===== src/verilog/cpm_pkg.sv =====
// Constants shared by the codec path mode control block.
// Assumes an 8-bit register port and one 100 MHz core clock.
package cpm_pkg;

  // ***************************************************************
  // Register offsets
  // ***************************************************************
  localparam logic [7:0] CPM_STATUS_OFS   = 8'h00;
  localparam logic [7:0] CPM_FMT1_OFS     = 8'h03;
  localparam logic [7:0] CPM_FMT2_OFS     = 8'h05;
  localparam logic [7:0] CPM_FILT_OFS     = 8'h07;
  localparam logic [7:0] CPM_LIN1_OFS     = 8'h0e;
  localparam logic [7:0] CPM_LIN2_OFS     = 8'h0f;
  localparam logic [7:0] CPM_HPL_OFS      = 8'h14;
  localparam logic [7:0] CPM_HPR_OFS      = 8'h15;
  localparam logic [7:0] CPM_SPL_OFS      = 8'h16;
  localparam logic [7:0] CPM_SPR_OFS      = 8'h17;
  localparam logic [7:0] CPM_OMODE_OFS    = 8'h18;
  localparam logic [7:0] CPM_PWR_OFS      = 8'h1a;
  localparam logic [7:0] CPM_CONV_OFS     = 8'h1b;

  // ***************************************************************
  // Field positions and reset values
  // ***************************************************************
  localparam int CPM_CLIP_BIT    = 7;
  localparam int CPM_REC_HP_BIT  = 5;
  localparam int CPM_PLAY_HP_BIT = 4;
  localparam int CPM_ADCL_BIT    = 5;
  localparam int CPM_ADCR_BIT    = 4;
  localparam int CPM_SWCLK_BIT   = 0;
  localparam int CPM_GAIN_W      = 6;
  localparam int CPM_LIN_W       = 5;
  localparam logic [7:0] CPM_RST_VAL = 8'h00;

  // ***************************************************************
  // Mode encodings
  // ***************************************************************
  localparam logic [1:0] CPM_HP_BYPASS  = 2'h0;
  localparam logic [1:0] CPM_HP_LOW     = 2'h1;
  localparam logic [1:0] CPM_HP_MID     = 2'h2;
  localparam logic [1:0] CPM_HP_HIGH    = 2'h3;
  localparam logic [3:0] CPM_FMT_VOICE8  = 4'ha;
  localparam logic [3:0] CPM_FMT_VOICE16 = 4'hb;
  localparam logic [2:0] CPM_HR_STEREO  = 3'h4;
  localparam logic [2:0] CPM_HR_SEMONO  = 3'h5;
  localparam logic [2:0] CPM_HR_BRIDGE  = 3'h6;
  localparam logic [2:0] CPM_HR_RCV     = 3'h7;
  localparam logic [1:0] CPM_OUT_BOTH   = 2'h3;
  localparam logic [1:0] CPM_OUT_LEFT   = 2'h2;
  localparam logic [1:0] CPM_OUT_RIGHT  = 2'h1;

  // ***************************************************************
  // Timing
  // ***************************************************************
  localparam int CPM_CORE_KHZ     = 100000;
  localparam int CPM_SW_KHZ       = 1100;
  localparam int CPM_SW_DIV       = CPM_CORE_KHZ / CPM_SW_KHZ;
  localparam int CPM_VOL_INIT_US  = 1000;
  localparam int CPM_VOL_INIT_CYC = CPM_VOL_INIT_US * (CPM_CORE_KHZ / 1000) + 1;

endpackage


===== src/verilog/cpm_ctl_if.sv =====
// Carrier between the mode control top and its two helper modules.
// Assumes all members change on core_clk in the top module.
`timescale 1ns/1ps
interface cpm_ctl_if;
  logic [2:0] hr_mode;
  logic [1:0] out_mode;
  logic       line_variant;
  logic       sw_run;
  logic       sw_tick;
  logic       hp_l_en;
  logic       hp_r_en;
  logic       hp_bridge;
  logic       hp_sum;
  logic       rcv_en;
  logic       spk_l_en;
  logic       spk_r_en;
  logic       lo_l_en;
  logic       lo_r_en;

  modport top (output hr_mode, out_mode, line_variant, sw_run,
               input  sw_tick, hp_l_en, hp_r_en, hp_bridge, hp_sum,
                      rcv_en, spk_l_en, spk_r_en, lo_l_en, lo_r_en);
  modport dec (input  hr_mode, out_mode, line_variant,
               output hp_l_en, hp_r_en, hp_bridge, hp_sum, rcv_en,
                      spk_l_en, spk_r_en, lo_l_en, lo_r_en);
  modport div (input sw_run, output sw_tick);
endinterface


===== src/verilog/cpm_mode_ctl.sv =====
// Mode and setting decode for the converter and output paths.
// Assumes a register port synchronous to core_clk and a DSP clip pulse.
//
// What this block does
// - Two-bit DAC highpass select: bypass, low, middle, high band.
// - Left and right ADC enables from converter enable bits five, four.
// - Digital clipping sets the clip flag in status bit seven.
// - All digital logic runs from one master clock the system supplies.
// - Filter bit five adds voice highpass to recorded data.
// - Filter bit four adds voice highpass to primary playback data.
// - Voice filters only in voice mode; playback side primary only.
// - Voice passband doubles in 16 kHz voice mode.
// - Two line-input gains from their own registers, 2 dB steps.
// - Headphone mode field: stereo, balanced mono, single-ended mono.
// - Balanced mono bridges right amp; single-ended uses left; both sum.
// - Mode 111 turns headphones off and the summing receiver on.
// - Independent left and right headphone gain registers.
// - Speaker field 11 enables both speakers, 10 left, 01 right, 00 neither.
// - Left and right speaker gain from six-bit fields.
// - Line variant: field 11 enables both differential line outputs.
// - Line variant: six-bit left and right line output gains.
// - Format codes 0xa and 0xb mean 8 and 16 kHz voice.
//
// Local design decisions: the plain strobed port and the placing of the registers.
`timescale 1ns/1ps
module cpm_mode_ctl
  import cpm_pkg::*;
#(
  parameter bit LINE_VARIANT = 1'b0,
  parameter int VOL_INIT_CYC = CPM_VOL_INIT_CYC,
  parameter int SW_DIV       = CPM_SW_DIV
)
(
  input  wire logic                 core_clk,
  input  wire logic                 rst_b,
  input  wire logic [7:0]           reg_addr,
  input  wire logic [7:0]           reg_wdata,
  input  wire logic                 reg_wr,
  input  wire logic                 reg_rd,
  output logic      [7:0]           reg_rdata,
  input  wire logic                 clip_event,
  output logic                      digital_clip_flag,
  output logic      [1:0]           left_dac_highpass_select,
  output logic      [1:0]           right_dac_highpass_select,
  output logic      [2:0]           left_dac_hp_band,
  output logic      [2:0]           right_dac_hp_band,
  output logic                      left_adc_enable,
  output logic                      right_adc_enable,
  output logic                      record_voice_hp_on,
  output logic                      playback_voice_hp_on,
  output logic                      voice_band_wide,
  output logic      [CPM_LIN_W-1:0] line_input_one_gain,
  output logic      [CPM_LIN_W-1:0] line_input_two_gain,
  output logic                      hp_left_on,
  output logic                      hp_right_on,
  output logic                      hp_bridged,
  output logic                      hp_mono_sum,
  output logic                      receiver_on,
  output logic [CPM_GAIN_W-1:0]     headphone_left_gain,
  output logic [CPM_GAIN_W-1:0]     headphone_right_gain,
  output logic                      speaker_left_on,
  output logic                      speaker_right_on,
  output logic                      switch_tick,
  output logic [CPM_GAIN_W-1:0]     speaker_left_gain,
  output logic [CPM_GAIN_W-1:0]     speaker_right_gain,
  output logic                      line_out_left_on,
  output logic                      line_out_right_on,
  output logic [CPM_GAIN_W-1:0]     line_output_left_gain,
  output logic [CPM_GAIN_W-1:0]     line_output_right_gain,
  output logic                      vol_init_done
);

  // ***************************************************************
  // Helpers
  // ***************************************************************
  function automatic logic [2:0] hp_decode(input logic [1:0] sel);
    hp_decode = 3'h0;
    unique case (sel)
      CPM_HP_BYPASS: hp_decode = 3'h0;
      CPM_HP_LOW:    hp_decode = 3'h1;
      CPM_HP_MID:    hp_decode = 3'h2;
      CPM_HP_HIGH:   hp_decode = 3'h4;
    endcase
  endfunction

  function automatic logic is_voice(input logic [3:0] fmt);
    is_voice = (fmt == CPM_FMT_VOICE8) || (fmt == CPM_FMT_VOICE16);
  endfunction

  // ***************************************************************
  // Registers
  // ***************************************************************
  logic                  clip_r;
  logic [3:0]            fmt1_r;
  logic [3:0]            fmt2_r;
  logic [5:0]            filt_r;
  logic [CPM_LIN_W-1:0]  lin1_r;
  logic [CPM_LIN_W-1:0]  lin2_r;
  logic [CPM_GAIN_W-1:0] hpl_r;
  logic [CPM_GAIN_W-1:0] hpr_r;
  logic [CPM_GAIN_W-1:0] spl_r;
  logic [CPM_GAIN_W-1:0] spr_r;
  logic [4:0]            omode_r;
  logic                  swclk_r;
  logic [7:0]            conv_r;
  logic [7:0]            rdata_r;
  logic [7:0]            rdata_nxt;

  cpm_ctl_if ctl ();

  function automatic logic hit(input logic [7:0] ofs);
    hit = reg_wr && (reg_addr == ofs);
  endfunction

  // The clip flag is sticky; writing one clears it, but a new clip wins.
  always_ff @(posedge core_clk or negedge rst_b) begin
    if (!rst_b) begin
      clip_r <= 1'b0;
    end else if (clip_event) begin
      clip_r <= 1'b1;
    end else if (hit(CPM_STATUS_OFS) && reg_wdata[CPM_CLIP_BIT]) begin
      clip_r <= 1'b0;
    end
  end

  always_ff @(posedge core_clk or negedge rst_b) begin
    if (!rst_b) begin
      fmt1_r <= CPM_RST_VAL[3:0];
      fmt2_r <= CPM_RST_VAL[3:0];
      filt_r <= CPM_RST_VAL[5:0];
      conv_r <= CPM_RST_VAL;
    end else begin
      if (hit(CPM_FMT1_OFS)) fmt1_r <= reg_wdata[3:0];
      if (hit(CPM_FMT2_OFS)) fmt2_r <= reg_wdata[3:0];
      if (hit(CPM_FILT_OFS)) filt_r <= reg_wdata[5:0];
      if (hit(CPM_CONV_OFS)) conv_r <= reg_wdata;
    end
  end

  always_ff @(posedge core_clk or negedge rst_b) begin
    if (!rst_b) begin
      lin1_r  <= CPM_RST_VAL[CPM_LIN_W-1:0];
      lin2_r  <= CPM_RST_VAL[CPM_LIN_W-1:0];
      hpl_r   <= CPM_RST_VAL[CPM_GAIN_W-1:0];
      hpr_r   <= CPM_RST_VAL[CPM_GAIN_W-1:0];
      spl_r   <= CPM_RST_VAL[CPM_GAIN_W-1:0];
      spr_r   <= CPM_RST_VAL[CPM_GAIN_W-1:0];
      omode_r <= CPM_RST_VAL[4:0];
      swclk_r <= 1'b0;
    end else begin
      if (hit(CPM_LIN1_OFS)) lin1_r <= reg_wdata[CPM_LIN_W-1:0];
      if (hit(CPM_LIN2_OFS)) lin2_r <= reg_wdata[CPM_LIN_W-1:0];
      if (hit(CPM_HPL_OFS)) hpl_r <= reg_wdata[CPM_GAIN_W-1:0];
      if (hit(CPM_HPR_OFS)) hpr_r <= reg_wdata[CPM_GAIN_W-1:0];
      // One pair of gain registers serves speakers or line outputs.
      if (hit(CPM_SPL_OFS)) spl_r <= reg_wdata[CPM_GAIN_W-1:0];
      if (hit(CPM_SPR_OFS)) spr_r <= reg_wdata[CPM_GAIN_W-1:0];
      if (hit(CPM_OMODE_OFS)) omode_r <= reg_wdata[4:0];
      if (hit(CPM_PWR_OFS)) swclk_r <= reg_wdata[CPM_SWCLK_BIT];
    end
  end

  // ***************************************************************
  // Read port
  // ***************************************************************
  always_comb begin
    rdata_nxt = 8'h00;
    unique case (reg_addr)
      CPM_STATUS_OFS: rdata_nxt = {clip_r, 7'h00};
      CPM_FMT1_OFS:   rdata_nxt = {4'h0, fmt1_r};
      CPM_FMT2_OFS:   rdata_nxt = {4'h0, fmt2_r};
      CPM_FILT_OFS:   rdata_nxt = {2'h0, filt_r};
      CPM_LIN1_OFS:   rdata_nxt = {3'h0, lin1_r};
      CPM_LIN2_OFS:   rdata_nxt = {3'h0, lin2_r};
      CPM_HPL_OFS:    rdata_nxt = {2'h0, hpl_r};
      CPM_HPR_OFS:    rdata_nxt = {2'h0, hpr_r};
      CPM_SPL_OFS:    rdata_nxt = {2'h0, spl_r};
      CPM_SPR_OFS:    rdata_nxt = {2'h0, spr_r};
      CPM_OMODE_OFS:  rdata_nxt = {3'h0, omode_r};
      CPM_PWR_OFS:    rdata_nxt = {7'h00, swclk_r};
      CPM_CONV_OFS:   rdata_nxt = conv_r;
      default:        rdata_nxt = 8'h00;
    endcase
  end

  // Read data stands for exactly the cycle after the strobe.
  always_ff @(posedge core_clk or negedge rst_b) begin
    if (!rst_b) begin
      rdata_r <= 8'h00;
    end else begin
      rdata_r <= reg_rd ? rdata_nxt : 8'h00;
    end
  end

  // ***************************************************************
  // Path decode
  // ***************************************************************
  logic v1;
  logic v2;
  assign v1 = is_voice(fmt1_r);
  assign v2 = is_voice(fmt2_r);

  always_ff @(posedge core_clk or negedge rst_b) begin
    if (!rst_b) begin
      left_dac_hp_band     <= 3'h0;
      right_dac_hp_band    <= 3'h0;
      left_adc_enable      <= 1'b0;
      right_adc_enable     <= 1'b0;
      record_voice_hp_on   <= 1'b0;
      playback_voice_hp_on <= 1'b0;
      voice_band_wide      <= 1'b0;
    end else begin
      left_dac_hp_band  <= hp_decode(filt_r[3:2]);
      right_dac_hp_band <= hp_decode(filt_r[1:0]);
      left_adc_enable   <= conv_r[CPM_ADCL_BIT];
      right_adc_enable  <= conv_r[CPM_ADCR_BIT];
      // Record filtering follows whichever port is in voice mode.
      record_voice_hp_on <= filt_r[CPM_REC_HP_BIT] && (v1 || v2);
      // Playback filtering exists only on the primary port.
      playback_voice_hp_on <= filt_r[CPM_PLAY_HP_BIT] && v1;
      voice_band_wide <= (v1 && fmt1_r == CPM_FMT_VOICE16) ||
                         (!v1 && fmt2_r == CPM_FMT_VOICE16);
    end
  end

  assign ctl.hr_mode      = omode_r[2:0];
  assign ctl.out_mode     = omode_r[4:3];
  assign ctl.line_variant = LINE_VARIANT;
  // The divider runs only while a speaker is on and the bit is set.
  assign ctl.sw_run = swclk_r && !LINE_VARIANT &&
                      (omode_r[4:3] != 2'h0);

  cpm_out_decode u_dec (
    .c (ctl.dec)
  );

  // The switching pulse is derived from the one core clock.
  cpm_sw_div #(
    .DIV (SW_DIV)
  ) u_div (
    .core_clk (core_clk),
    .rst_b    (rst_b),
    .c        (ctl.div)
  );

  always_ff @(posedge core_clk or negedge rst_b) begin
    if (!rst_b) begin
      hp_left_on        <= 1'b0;
      hp_right_on       <= 1'b0;
      hp_bridged        <= 1'b0;
      hp_mono_sum       <= 1'b0;
      receiver_on       <= 1'b0;
      speaker_left_on   <= 1'b0;
      speaker_right_on  <= 1'b0;
      line_out_left_on  <= 1'b0;
      line_out_right_on <= 1'b0;
      switch_tick       <= 1'b0;
    end else begin
      hp_left_on        <= ctl.hp_l_en;
      hp_right_on       <= ctl.hp_r_en;
      hp_bridged        <= ctl.hp_bridge;
      hp_mono_sum       <= ctl.hp_sum;
      receiver_on       <= ctl.rcv_en;
      speaker_left_on   <= ctl.spk_l_en;
      speaker_right_on  <= ctl.spk_r_en;
      line_out_left_on  <= ctl.lo_l_en;
      line_out_right_on <= ctl.lo_r_en;
      switch_tick       <= ctl.sw_tick;
    end
  end

  // Volume circuitry needs a stretch of running clock after power-on.
  localparam int VW = $clog2(VOL_INIT_CYC + 1);
  logic [VW-1:0] vol_cnt_r;
  logic          vol_done_r;

  always_ff @(posedge core_clk or negedge rst_b) begin
    if (!rst_b) begin
      vol_cnt_r  <= '0;
      vol_done_r <= 1'b0;
    end else if (!vol_done_r) begin
      vol_cnt_r  <= vol_cnt_r + 1'b1;
      vol_done_r <= (vol_cnt_r == VW'(VOL_INIT_CYC - 1));
    end
  end

  assign reg_rdata                 = rdata_r;
  assign digital_clip_flag         = clip_r;
  assign left_dac_highpass_select  = filt_r[3:2];
  assign right_dac_highpass_select = filt_r[1:0];
  assign line_input_one_gain       = lin1_r;
  assign line_input_two_gain       = lin2_r;
  assign headphone_left_gain       = hpl_r;
  assign headphone_right_gain      = hpr_r;
  assign speaker_left_gain         = spl_r;
  assign speaker_right_gain        = spr_r;
  assign line_output_left_gain     = spl_r;
  assign line_output_right_gain    = spr_r;
  assign vol_init_done             = vol_done_r;

  // The divide ratio is a parameter, so pulse spacing is counted here
  // rather than unrolled in a repetition.
  localparam int GW = $clog2(SW_DIV + 1);
  logic [GW-1:0] tick_gap_r;

  always_ff @(posedge core_clk or negedge rst_b) begin
    if (!rst_b) begin
      tick_gap_r <= '1;
    end else if (switch_tick) begin
      tick_gap_r <= '0;
    end else if (tick_gap_r != '1) begin
      tick_gap_r <= tick_gap_r + 1'b1;
    end
  end
endmodule


===== src/verilog/cpm_out_decode.sv =====
// Output amplifier mode decode, purely combinational.
// Assumes the top registers every result before it leaves the block.
`timescale 1ns/1ps
module cpm_out_decode
  import cpm_pkg::*;
(
  cpm_ctl_if.dec c
);

  always_comb begin
    c.hp_l_en   = 1'b0;
    c.hp_r_en   = 1'b0;
    c.hp_bridge = 1'b0;
    c.hp_sum    = 1'b0;
    c.rcv_en    = 1'b0;
    unique case (c.hr_mode)
      CPM_HR_STEREO: begin
        c.hp_l_en = 1'b1;
        c.hp_r_en = 1'b1;
      end
      CPM_HR_BRIDGE: begin
        c.hp_l_en   = 1'b1;
        c.hp_r_en   = 1'b1;
        c.hp_bridge = 1'b1;
        c.hp_sum    = 1'b1;
      end
      CPM_HR_SEMONO: begin
        c.hp_l_en = 1'b1;
        c.hp_sum  = 1'b1;
      end
      CPM_HR_RCV: begin
        c.rcv_en = 1'b1;
        c.hp_sum = 1'b1;
      end
      default: begin
        c.hp_l_en = 1'b0;
      end
    endcase
  end

  // Speaker and line outputs share one field; the variant picks the user.
  always_comb begin
    c.spk_l_en = !c.line_variant && (c.out_mode == CPM_OUT_BOTH ||
                                     c.out_mode == CPM_OUT_LEFT);
    c.spk_r_en = !c.line_variant && (c.out_mode == CPM_OUT_BOTH ||
                                     c.out_mode == CPM_OUT_RIGHT);
    c.lo_l_en  = c.line_variant && (c.out_mode == CPM_OUT_BOTH);
    c.lo_r_en  = c.line_variant && (c.out_mode == CPM_OUT_BOTH);
  end

endmodule


===== src/verilog/cpm_sw_div.sv =====
// Divider that makes the speaker switching enable pulse.
// Assumes sw_run is a level decoded from top registers.
`timescale 1ns/1ps
module cpm_sw_div
  import cpm_pkg::*;
#(
  parameter int DIV = CPM_SW_DIV
)
(
  input  wire logic core_clk,
  input  wire logic rst_b,
  cpm_ctl_if.div    c
);

  localparam int CW = $clog2(DIV);
  localparam logic [CW-1:0] LAST = CW'(DIV - 1);

  logic [CW-1:0] cnt_r;
  logic          tick_r;

  always_ff @(posedge core_clk or negedge rst_b) begin
    if (!rst_b) begin
      cnt_r  <= '0;
      tick_r <= 1'b0;
    end else if (!c.sw_run) begin
      cnt_r  <= '0;
      tick_r <= 1'b0;
    end else begin
      tick_r <= (cnt_r == LAST);
      cnt_r  <= (cnt_r == LAST) ? '0 : cnt_r + 1'b1;
    end
  end

  assign c.sw_tick = tick_r;

endmodule


===== config.mk =====
export PLATFORM = sky130hd
export DESIGN_NAME = cpm_mode_ctl
export DESIGN_NICKNAME = d
export VERILOG_FILES = /design/src/verilog/cpm_pkg.sv /design/src/verilog/cpm_ctl_if.sv /design/src/verilog/cpm_mode_ctl.sv /design/src/verilog/cpm_out_decode.sv /design/src/verilog/cpm_sw_div.sv
export SDC_FILE = /design/constraint.sdc
export NUM_CORES = 1
export LEC_CHECK = 0
export ABC_AREA = 1
export BUFFER_PORTS_ARGS = -buffer_cell sky130_fd_sc_hd__buf_2
export CAP_MARGIN = 30
export CORE_MARGIN = 2
export CORE_UTILIZATION = 40
export CTS_CLUSTER_SIZE = 40
export DETAILED_ROUTE_END_ITERATION = 8
export HOLD_SLACK_MARGIN = 0.03
export RECOVER_POWER = 50
export SLEW_MARGIN = 20
export SYNTH_ARGS = -nofsm -noshare
export SYNTH_HDL_FRONTEND = slang
export SYNTH_SLANG_ARGS = --single-unit

===== constraint.sdc =====
create_clock -name core_clk -period 3.2 [get_ports core_clk]
set_input_delay 0.64 -clock core_clk [delete_from_list [all_inputs] [get_ports core_clk]]
set_output_delay 0.64 -clock core_clk [all_outputs]
set_load 0.1 [all_outputs]

After elaboration in Yosys (flattened, before gate mapping)
Index checks and enable logic that the tools add are counted.
- word-level logic and storage cells: 115
- input port bits: 21
- bits in registers: 116
- output and inout bits: 81
- reduce and logical (&&, ||, !) cells: 34
- equality and inequality tests: 31
- add/subtract/negate cells: 2
- muxes and demuxes: 15
- operators by type and width (operator ; count):
    one-hot mux 8 bit (13 select lines) ; 1
    == test 8 x 5 -> 1 bit, second input constant ; 7
    one-hot mux 3 bit (4 select lines) ; 2
    logical AND 1 bit ; 19
    adder 17 x 1 -> 17 bit, second input constant ; 1
    == test 17 bit, second input constant ; 1
    == test 4 bit, second input constant ; 4
    == test 8 x 3 -> 1 bit, second input constant ; 2
    == test 8 x 4 -> 1 bit, second input constant ; 2
    2-to-1 mux 7 bit ; 2
    == test 2 bit, second input constant ; 6
    == test 3 bit, second input constant ; 4
    2-to-1 mux 1 bit ; 9
    == test 8 x 2 -> 1 bit, second input constant ; 1
    logical NOT 8 bit ; 1
    2-to-1 mux 8 bit ; 1
    adder 7 x 1 -> 7 bit, second input constant ; 1
    == test 7 bit, second input constant ; 1
    == test 2 x 1 -> 1 bit, second input constant ; 3
    logical OR 1 bit ; 6
    OR reduction 3 bit ; 2
    logical NOT 2 bit ; 2
    nonzero test 2 bit ; 2
    OR reduction 2 bit ; 1
    logical NOT 1 bit ; 1

Depth between registers and ports, before layout
Gate-level depths: netlist of run 1.
- depth in word-level cells: 5
- mapped depth: 10

Cells and area by module
A second synthesis of run 1 with hierarchy kept.
- cells, all modules: 654
- area total of the unflattened synthesis: 5684.2 um^2
- by module, submodules not included (module ; instances ; cells an instance ; area an instance (um^2) ; seq. area each (um^2)):
    cpm_mode_ctl ; 1 ; 588 ; 5211.2 ; 2752.6
    cpm_sw_div ; 1 ; 48 ; 396.6 ; 200.2
    cpm_out_decode ; 1 ; 18 ; 76.3 ; 0.0

Least setup slack after synthesis of run 1
Ideal clock, no wire load.
- path kind: register to output
- start: register spl_r[1] (netlist: line_output_left_gain[1])
- end: output speaker_left_gain[1]
- arrival time: 1.356 ns
- slack: 1.204 ns
- path buffers: 1
- stages on the path, launching flop included: 2
- cells stage by stage: dfrtp_1 > buf_4
- RTL lines (item ; RTL line ; source):
    start: declaration ; cpm_mode_ctl.sv:101 ; logic [CPM_GAIN_W-1:0] spl_r;
    start signal: assignment ; cpm_mode_ctl.sv:146 ; spl_r <= CPM_RST_VAL[CPM_GAIN_W-1:0];
    start signal: assignment ; cpm_mode_ctl.sv:156 ; if (hit(CPM_SPL_OFS)) spl_r <= reg_wdata[CPM_GAIN_W-1:0];
    end: declaration ; cpm_mode_ctl.sv:64 ; output logic [CPM_GAIN_W-1:0] speaker_left_gain,
No word-level cell between the ends.

Worst setup path in the final report of run 1
- start: input reg_addr[7]
- end: register lin2_r[4] (netlist: line_input_two_gain[4])
- longest elaborated chain between the ends: 2
- RTL lines (item ; RTL line ; source):
    start: declaration ; cpm_mode_ctl.sv:36 ; input wire logic [7:0] reg_addr,
    == test 8 x 4 -> 1 bit ; cpm_mode_ctl.sv:112 ; hit = reg_wr && (reg_addr == ofs);
    logical AND 1 bit ; cpm_mode_ctl.sv:112 ;
    end signal: assignment ; cpm_mode_ctl.sv:143 ; lin2_r <= CPM_RST_VAL[CPM_LIN_W-1:0];
    end signal: assignment ; cpm_mode_ctl.sv:152 ; if (hit(CPM_LIN2_OFS)) lin2_r <= reg_wdata[CPM_LIN_W-1:0];
    end: declaration ; cpm_mode_ctl.sv:98 ; logic [CPM_LIN_W-1:0] lin2_r;
No other way between the ends.
A chain may end at the register's enable or synchronous reset.

==> results of run 1 <==
==> registers in the layout (all words and copies together) (netlist names), 6 cells and up <==
signal                  count
vol_cnt_r                  17
conv_r                      8
reg_rdata                   8
u_div.cnt_r                 7
filt_r                      6
headphone_left_gain         6
headphone_right_gain        6
line_output_left_gain       6
line_output_right_gain      6
==> per-stage QoR <==
| stage | std cells | worst slack, ps | area (sq um) |
|---|---|---|---|
| 4_1_cts | 921 | 1190 | 6670 |
| 3_3_place_gp | 890 | 987 | 6060 |
| 5_1_grt | 922 | 1010 | 6650 |
| 2_1_floorplan | 641 | 1200 | 5500 |
| 6_report | 923 | 1150 | 6650 |
| 3_5_place_dp | 890 | 920 | 6060 |
==> routing by layer <==
layer | share of wire [%] | GRT usage (%)
met5 | 0 | 0
met4 | 2.2 | 8.12
met3 | 6.0 | 5.22
met2 | 44 | 31.6
met1 | 47 | 30.3
==> layout make-up <==
type                            instances  area [sq um]
Antenna cell                            2          5.00
Sequential cell                       116          2900
Timing Repair Buffer                  104           546
Inverter                               84           315
Fill cell                            1298          6690
Clock inverter                         14           180
Tap cell                              176           220
Multi-Input combinational cell        410          2060
Clock buffer                           17           425
==> cells by family after synthesis <==
logic type | Yosys count | synth area share (%)
adders and majority gates | 4 | 0.910
DFF | 116 | 52.8
buffers and inverters | 115 | 9.51
muxes | 6 | 1.23
other | 1 | 0.0682
AOI/OAI and AO/OA | 85 | 8.80
and+or+nand+nor | 299 | 24.5
xor gates and xnor gates | 14 | 2.23
==> where the power goes <==
group / leakage (uW) / internal, uW / switching (uW) / total (uW)
clock: 0.000290 / 1230 / 706 / 1930
sequential: 0.00142 / 1590 / 92.7 / 1680
combinational: 0.00170 / 152 / 758 / 910
total: 0.00341 / 2970 / 1560 / 4530
==> worst paths after layout <==
check	from	to	slack (ps)	depth (start not counted)
max in group asynchronous	rst_b	headphone_left_gain[5]$_DFFE_PN0P_	1680	2
max reg2reg	vol_init_done$_DFF_PN0_	vol_cnt_r[15]$_DFFE_PN0N_	1480	8
min reg2reg	u_div.c.sw_tick$_DFF_PN0_	switch_tick$_DFF_PN0_	350	0
min	u_div.c.sw_tick$_DFF_PN0_	switch_tick$_DFF_PN0_	350	0
max	reg_addr[7]	line_input_two_gain[4]$_DFFE_PN0P_	1150	5
min in group asynchronous	rst_b	record_voice_hp_on$_DFF_PN0_	520	1
==> cells in the mapped netlist <==
library cell  instances  area share (%)
a21o_1                1            0.14
a21oi_1               8            0.73
buf_2                 7            0.64
buf_4                22             3.0
clkbuf_1              2            0.14
conb_1                1           0.068
dfrtp_1             116              53
ha_1                  4            0.91
inv_1                81             5.5
inv_2                 3            0.20
mux2_1                1            0.20
mux2_2                5             1.0
nand2_1             142             9.7
nand2_2               7            0.80
nand3_1              48             4.4
nand3_2               1            0.18
nand4_1               8            0.91
nor2_1               64             4.4
nor2_2                5            0.57
nor2_4                6             1.2
nor3_1               12             1.1
nor3_2                1            0.18
nor3_4                1            0.30
nor3b_1               1            0.14
nor4_1                1            0.11
nor4_4                1            0.39
nor4b_1               1            0.16
o21a_1               22             3.0
o21ai_0              53             4.8
o22ai_1               1            0.11
xnor2_1               5            0.80
xor2_1                9             1.4
==> critical path: stages <==
cell	delay, ps
buf_2	110
nor2_1	140
nand2_1	210
nor3_1	860
mux2_1	380
==> flow_results.org, run 1 <==
** Status
- The run finished with clean final reports.

** Global route
- Total routing usage reported by global routing :: 21.3%
- Number of antenna violations at the first check in global routing :: 2
- Entering global routing, the biggest net connects 52 pins.
- Wire length of the first global-routing pass :: 23.5 mm
- Vias in the first global route :: 4431
- GR Overflow Total :: 0

** Setup path
- Arrival time at the worst endpoint :: 2340 ps
- Of all nets on the critical path, the largest fanout is 9.
- The worst setup path is launched from an input pin.
- The worst setup path is captured at a flip-flop.
- Data required time at the worst endpoint :: 3500 ps
- The worst setup path is of the in -> reg kind.

** Clock network
- After clock tree synthesis, the clock-pin slew on the worst setup and hold paths is 50 ps.
- TritonCTS built the clock tree.
- The tree is rooted in a clkbuf_16.
- Maximum buffer depth of the clock tree :: 2
- Clock network latency to the later pin of the worst-skew pair :: 420 ps
- Once the clock tree was built, the setup fixing pass inserted 0 buffers.
- The H-tree was split into 4 levels.
- The number of clock buffers added by TritonCTS is 17.
- For this design, the CTS-stage hold fixing added 0 buffers.
- Total number of clock tree sinks :: 116
- The number of gates resized after CTS was 0.

** Timing
- Final sum of negative setup slack :: 0 ps
- Final hold violations :: 0
- The final max-slew violation count is 0.
- The clock period could shrink to 2050 ps.
- Clock skew :: 8.13 ps
- Final hold analysis gives a worst-case slack of 346 ps.
- At the pin with the least slew margin, the transition time is 1350 ps.
- Part of the cycle the worst path needs :: 64.0%
- For this run, the top clock speed supported by timing is 488 MHz.
- Setup repair after global routing left no endpoint under its margin.
- The worst pin sits at a relative slew slack of 10.3%.
- Setup violations remaining at the end of the flow were counted as 0.

** Placed design
- The HPWL after detailed placement is 10.9 mm.
- At the end of routability-driven placement, the weighted congestion stood at 0.940.
- Input/output buffers :: 99

** Route
- The detailed router finished its first iteration with 369 violations.
- The routed design has 14.6 mm of wire.
- Dividing the detail-routed via count by the number of cells gives 4.96.
- Count of vias placed by the detailed router :: 4579
- In the final routed layout, each cell accounts on average for 15.8 um.
- For this run, design rule violations remaining after detail routing come to 0.
- Number of nets still failing antenna checks after routing :: 0
- Before antenna repair, the detailed router went through 5 iterations.

** Yosys
- Summing the sequential cell areas from Yosys gives 52.8% of the chip area.
- During synthesis, Yosys emitted a total of 0 warnings.
- Cell variety after synth :: 32
- After synthesis the cells add up to 5500 sq um.
- Gate Count Post-Synth :: 640
- Synthesized area per cell :: 8.59 sq um
- Synthesis inferred 116 register bits.

** Floorplanning
- In this run the core area contains 42 standard-cell rows.
- Die area :: 14700 sq um
- The core region is 13300 sq um.
- Once the floorplan was initialized, standard cells occupied 41.2% of the core.
- In this run the vertical extent of the chip is 121 um.
- Die X-Extent :: 121 um
- Number of ports placed on the die boundary :: 102

** Final layout
- Share of cells above drive strength 1 :: 21.6%
- Highest-count cells in the layout ignoring fill and taps :: nand2_1 (143), dfrtp_1 (116), buf_2 (98), inv_1 (82), nor2_1 (64)
- Share of the core filled with cells :: 49.9%
- From synthesis to final layout, the design area changed by 21.0%.
- The library cell used most frequently in the layout, excluding fill and tap cells, is nand2_1.
- Layout Nets :: 758

** Pwr
- Worst-case vdd ir drop :: 334 uV
- The design draws 4530 uW.
- Leakage power total :: 0.00341 uW
- Dividing total power by cell area gives a power density of 680 nW/um^2.

** Worst hold path
- The path class of the tightest hold or removal check is reg -> reg.

** Run
- The tool flagged a number of max-cap violations equal to 0.
(Power assumes the default switching activity.)
==> run 2: changes to the inputs <==
Settings changed: ABC_AREA 1 to 0.
Clock period 3.2 ns to 2.1 ns, I/O delays scaled along.
==> run 2 against run 1 <==
Net effect: sequential cell count stayed put; power is 29% higher; combinational power is 15% lower; clock skew is 0.69 ps lower; global-route usage is 0.86 points lower; core utilization is 0.35 points higher; count of clock-buffer cells in the layout is 11 higher; clock power is 40% higher; final cell count is 21% lower; routed wire length is 6.6% lower; die area is 3.1% lower.
==> flow_results.org, run 2 <==
** Pwr
- The share of total power dissipated in sequential elements is 40.5%.
- Power share of the combinational group :: 13.2%
- Worst-case vdd ir drop :: 548 uV
- Net switching component of the power :: 1620 uW
- Switching share of total power :: 27.7%
- Pint :: 4230 uW
- Portion of total power attributed to the clock network :: 46.3%
- The design draws 5850 uW.
- Dividing total power by cell area gives a power density of 887 nW/um^2.
- Leakage power total :: 0.00325 uW

** Final layout
- Register bank with the most flops :: vol_cnt_r
- Leaving out fill and tap cells, the most frequent cell in the layout is dfrtp_1.
- # diodes :: 0
- Number of flip-flops in the largest register :: 17
- Of the cells placed in the final design, the portion with a size suffix greater than 1 is 39.6%.
- The filler cells instantiated in the layout total 1240.
- Highest-count cells in the layout ignoring fill and taps :: dfrtp_1 (116), buf_2 (97), mux2_2 (66), nor2_1 (24)
- Area growth from synthesis to layout :: 23.8%
- For this run, the post-layout net count is 569.
- With fillers left out, the area of the finished cells amounts to 6600 sq um.

** Floorplanning
- Die area :: 14300 sq um
- Core footprint :: 13100 sq um
- Vertical die dimension :: 119 um
- 102 I/O pins were placed.
- The die is 119 um wide.
- The initialized floorplan defines 42 standard-cell rows.
- Starting density of the core :: 40.5%

** Yosys
- Sorting the synthesized cells by area gives the leading types as dfrtp_1 (55%), mux2_2 (14%), xnor2_1 (3.0%).
- XOR/XNOR share of the synthesized area :: 3.62%
- After synthesis, the most frequently instantiated cells are dfrtp_1 (116), mux2_2 (66), nor2_1 (24).
- Summing the areas of all fa, ha and maj instances in the mapped netlist gives 0.940% of the synthesized area.
- After synthesis, the largest family of logic cells by area is multiplexers.
- In the synthesized netlist the async set-or-reset flop fraction comes to 100%.
- Synth Area in Compound Gates :: 6.32%
- Summed over all instances, the cell type with the most area after synthesis is dfrtp_1.
- Yosys warning total :: 0
- Gate Count Post-Synth :: 434
- Share of synthesized area occupied by flip-flops and latches :: 54.5%
- Portion of netlist area occupied by mux cells :: 15.3%
- Summing the areas of all and, or, nand and nor instances in the mapped netlist gives 14.7% of the synthesized area.
- Summed over its instances, the top area cell type makes up 54.5% of the synthesized netlist area.
- dfrtp_1 is the most common cell in the netlist.
- Cell variety after synth :: 61
- For this run, the leading register cell type out of synthesis is dfrtp_1.
- The synthesized design contains 116 register bits.
- The cell area that synthesis handed to floorplanning was 5330 sq um.
- Synthesized area per cell :: 12.3 sq um
- Count of flip-flops with a built-in enable after synthesis :: 0

** Route
- DRC violation total after the first TritonRoute iteration :: 239
- Dividing the detail-routed via count by the number of cells gives 5.26.
- Count of vias placed by the detailed router :: 3853
- Before antenna repair, the detailed router went through 6 iterations.
- Dividing the detail-routed wire length by the instance count gives 18.6 um.
- Final routed DRC violation total :: 0
- Summed over all layers, the routed wires come to 13.6 mm.
- Number of nets still failing antenna checks after routing :: 0

** Setup path
- The most critical setup path has its startpoint at reg_addr[5].
- Data required time at the worst endpoint :: 2420 ps
- The worst setup path is captured at a flip-flop.
- The worst setup path is launched from an input pin.
- Of all nets on the critical path, the largest fanout is 7.
- Setup slack of the worst register-to-register path :: 530 ps
- Beginning of the worst register-to-register path :: fmt1_r[1]$_DFFE_PN0P_
- Arrival time at the worst endpoint :: 2120 ps
- Type of the worst setup path :: in -> reg

** Timing
- The count of final hold-check violations is 0.
- Worst slew margin relative to its limit :: 33.1%
- The final max-slew violation count came to 0.
- In the finished design, the share of the clock period the worst path needs comes to 85.5%.
- Setup repair after global routing left no endpoint under its margin.
- Final hold analysis gives a worst-case slack of 176 ps.
- Final setup violation count :: 0
- Slew at the pin closest to its max-slew limit :: 1000 ps
- The smallest clock period supported by the final layout is computed as 1800 ps.
- Post-route worst setup slack :: 305 ps
- Clock skew :: 7.43 ps
- Static timing analysis puts the maximum clock frequency at 557 MHz.

** Clock network
- After clock tree synthesis, the repair step resized 0 gates.
- The tree built by TritonCTS fans out to 116 sinks.
- The number of hold buffers added after CTS was 1.
- Clock network latency to the later pin of the worst-skew pair :: 420 ps
- The number of clock buffers added by TritonCTS is 17.
- Clock-pin slew was measured on the worst setup and hold paths at 50 ps.
- Buffer count from post-CTS setup fixing :: 0
- TritonCTS built the clock tree.
- Count of H-tree levels built during CTS :: 4
- CTS placed an instance of clkbuf_16 at the clock tree root.
- In this run the deepest clock path goes through 2 buffers.

** Global route
- Wire length of the first global-routing pass :: 21.8 mm
- GR Overflow Total :: 0
- Vias in the first global route :: 3868
- Number of antenna violations at the first check in global routing :: 0
- Total routing usage reported by global routing :: 20.5%
- Maximum number of pins on one net before global-route repair :: 60

** Placed design
- During placement, the flow inserted port buffers numbering 99.
- Once placement finished, the instance area stood at 6060 sq um.
- At the end of routability-driven placement, the weighted congestion stood at 0.897.
- Summed over all nets, the half-perimeter wirelength after detailed placement is 9.81 mm.
- Worst setup slack before clock tree synthesis :: -21.4 ps

** Run
- Max-capacitance violation count :: 0

** Worst hold path
- In this run the most critical hold path is launched from clip_event.
- Hold crit path type :: in -> reg

** Status
- Run status :: completed
## run 2: final cells by class
type                    count  area (sq um)  area share, %
flip-flops and latches    116          2900           44.0
multi-input cells         276          2170           32.9
repair buffers            128           723           11.0
clock buffers              28           517           7.84
well taps                 176           220           3.34
clock inverters             3          42.5          0.645
inverters                   5          18.8          0.285
## run 2: power groups by stage
stage | Clock (uW) | Combinational (uW) | Sequential (uW)
floorplan | 0 | 296 | 2690
global placement | 0 | 773 | 2400
detailed placement | 0 | 778 | 2400
CTS | 2750 | 781 | 2370
global route | 2850 | 807 | 2380
finish | 2710 | 774 | 2370
## run 2: worst paths after layout
| path | endpoint | depth (start not counted) |
|---|---|---|
| setup / recovery | reg_rdata[4]$_DFF_PN0_ | 7 |
| hold / removal | digital_clip_flag$_DFFE_PN0P_ | 2 |
| setup reg to reg | reg_rdata[1]$_DFF_PN0_ | 4 |
| hold reg to reg | switch_tick$_DFF_PN0_ | 0 |
| max in group asynchronous | headphone_left_gain[5]$_DFFE_PN0P_ | 3 |
| min in group asynchronous | u_div.cnt_r[2]$_DFF_PN0_ | 2 |
## run 2: critical path, cell delays in order
cell	delay [ps]
clkbuf_1	90
or4b_1	530
buf_4	190
nor3_1	370
buf_4	200
a32oi_1	60
a31oi_1	250
## run 2: kinds of logic after synthesis
family | after synthesis
fa+ha+maj | 4
simple gates | 132
buf+inv | 43
flops | 116
mux | 73
other cells | 1
compound gates | 43
xor+xnor | 22
## run 2: stage by stage
step	util, %	setup TNS, ps	instances
floorplan	-	0	435
global placement	46.1	0	700
detailed placement	46.1	-104	700
CTS	50.4	0	732
global route	50.2	0	732
finish	50.2	0	732
## run 2: layer usage
metal,part of all wire [%],global-route usage [%]
met1,47,28.6
met2,45,30.3
met3,5.8,5.22
met4,1.6,8.75
met5,0,0
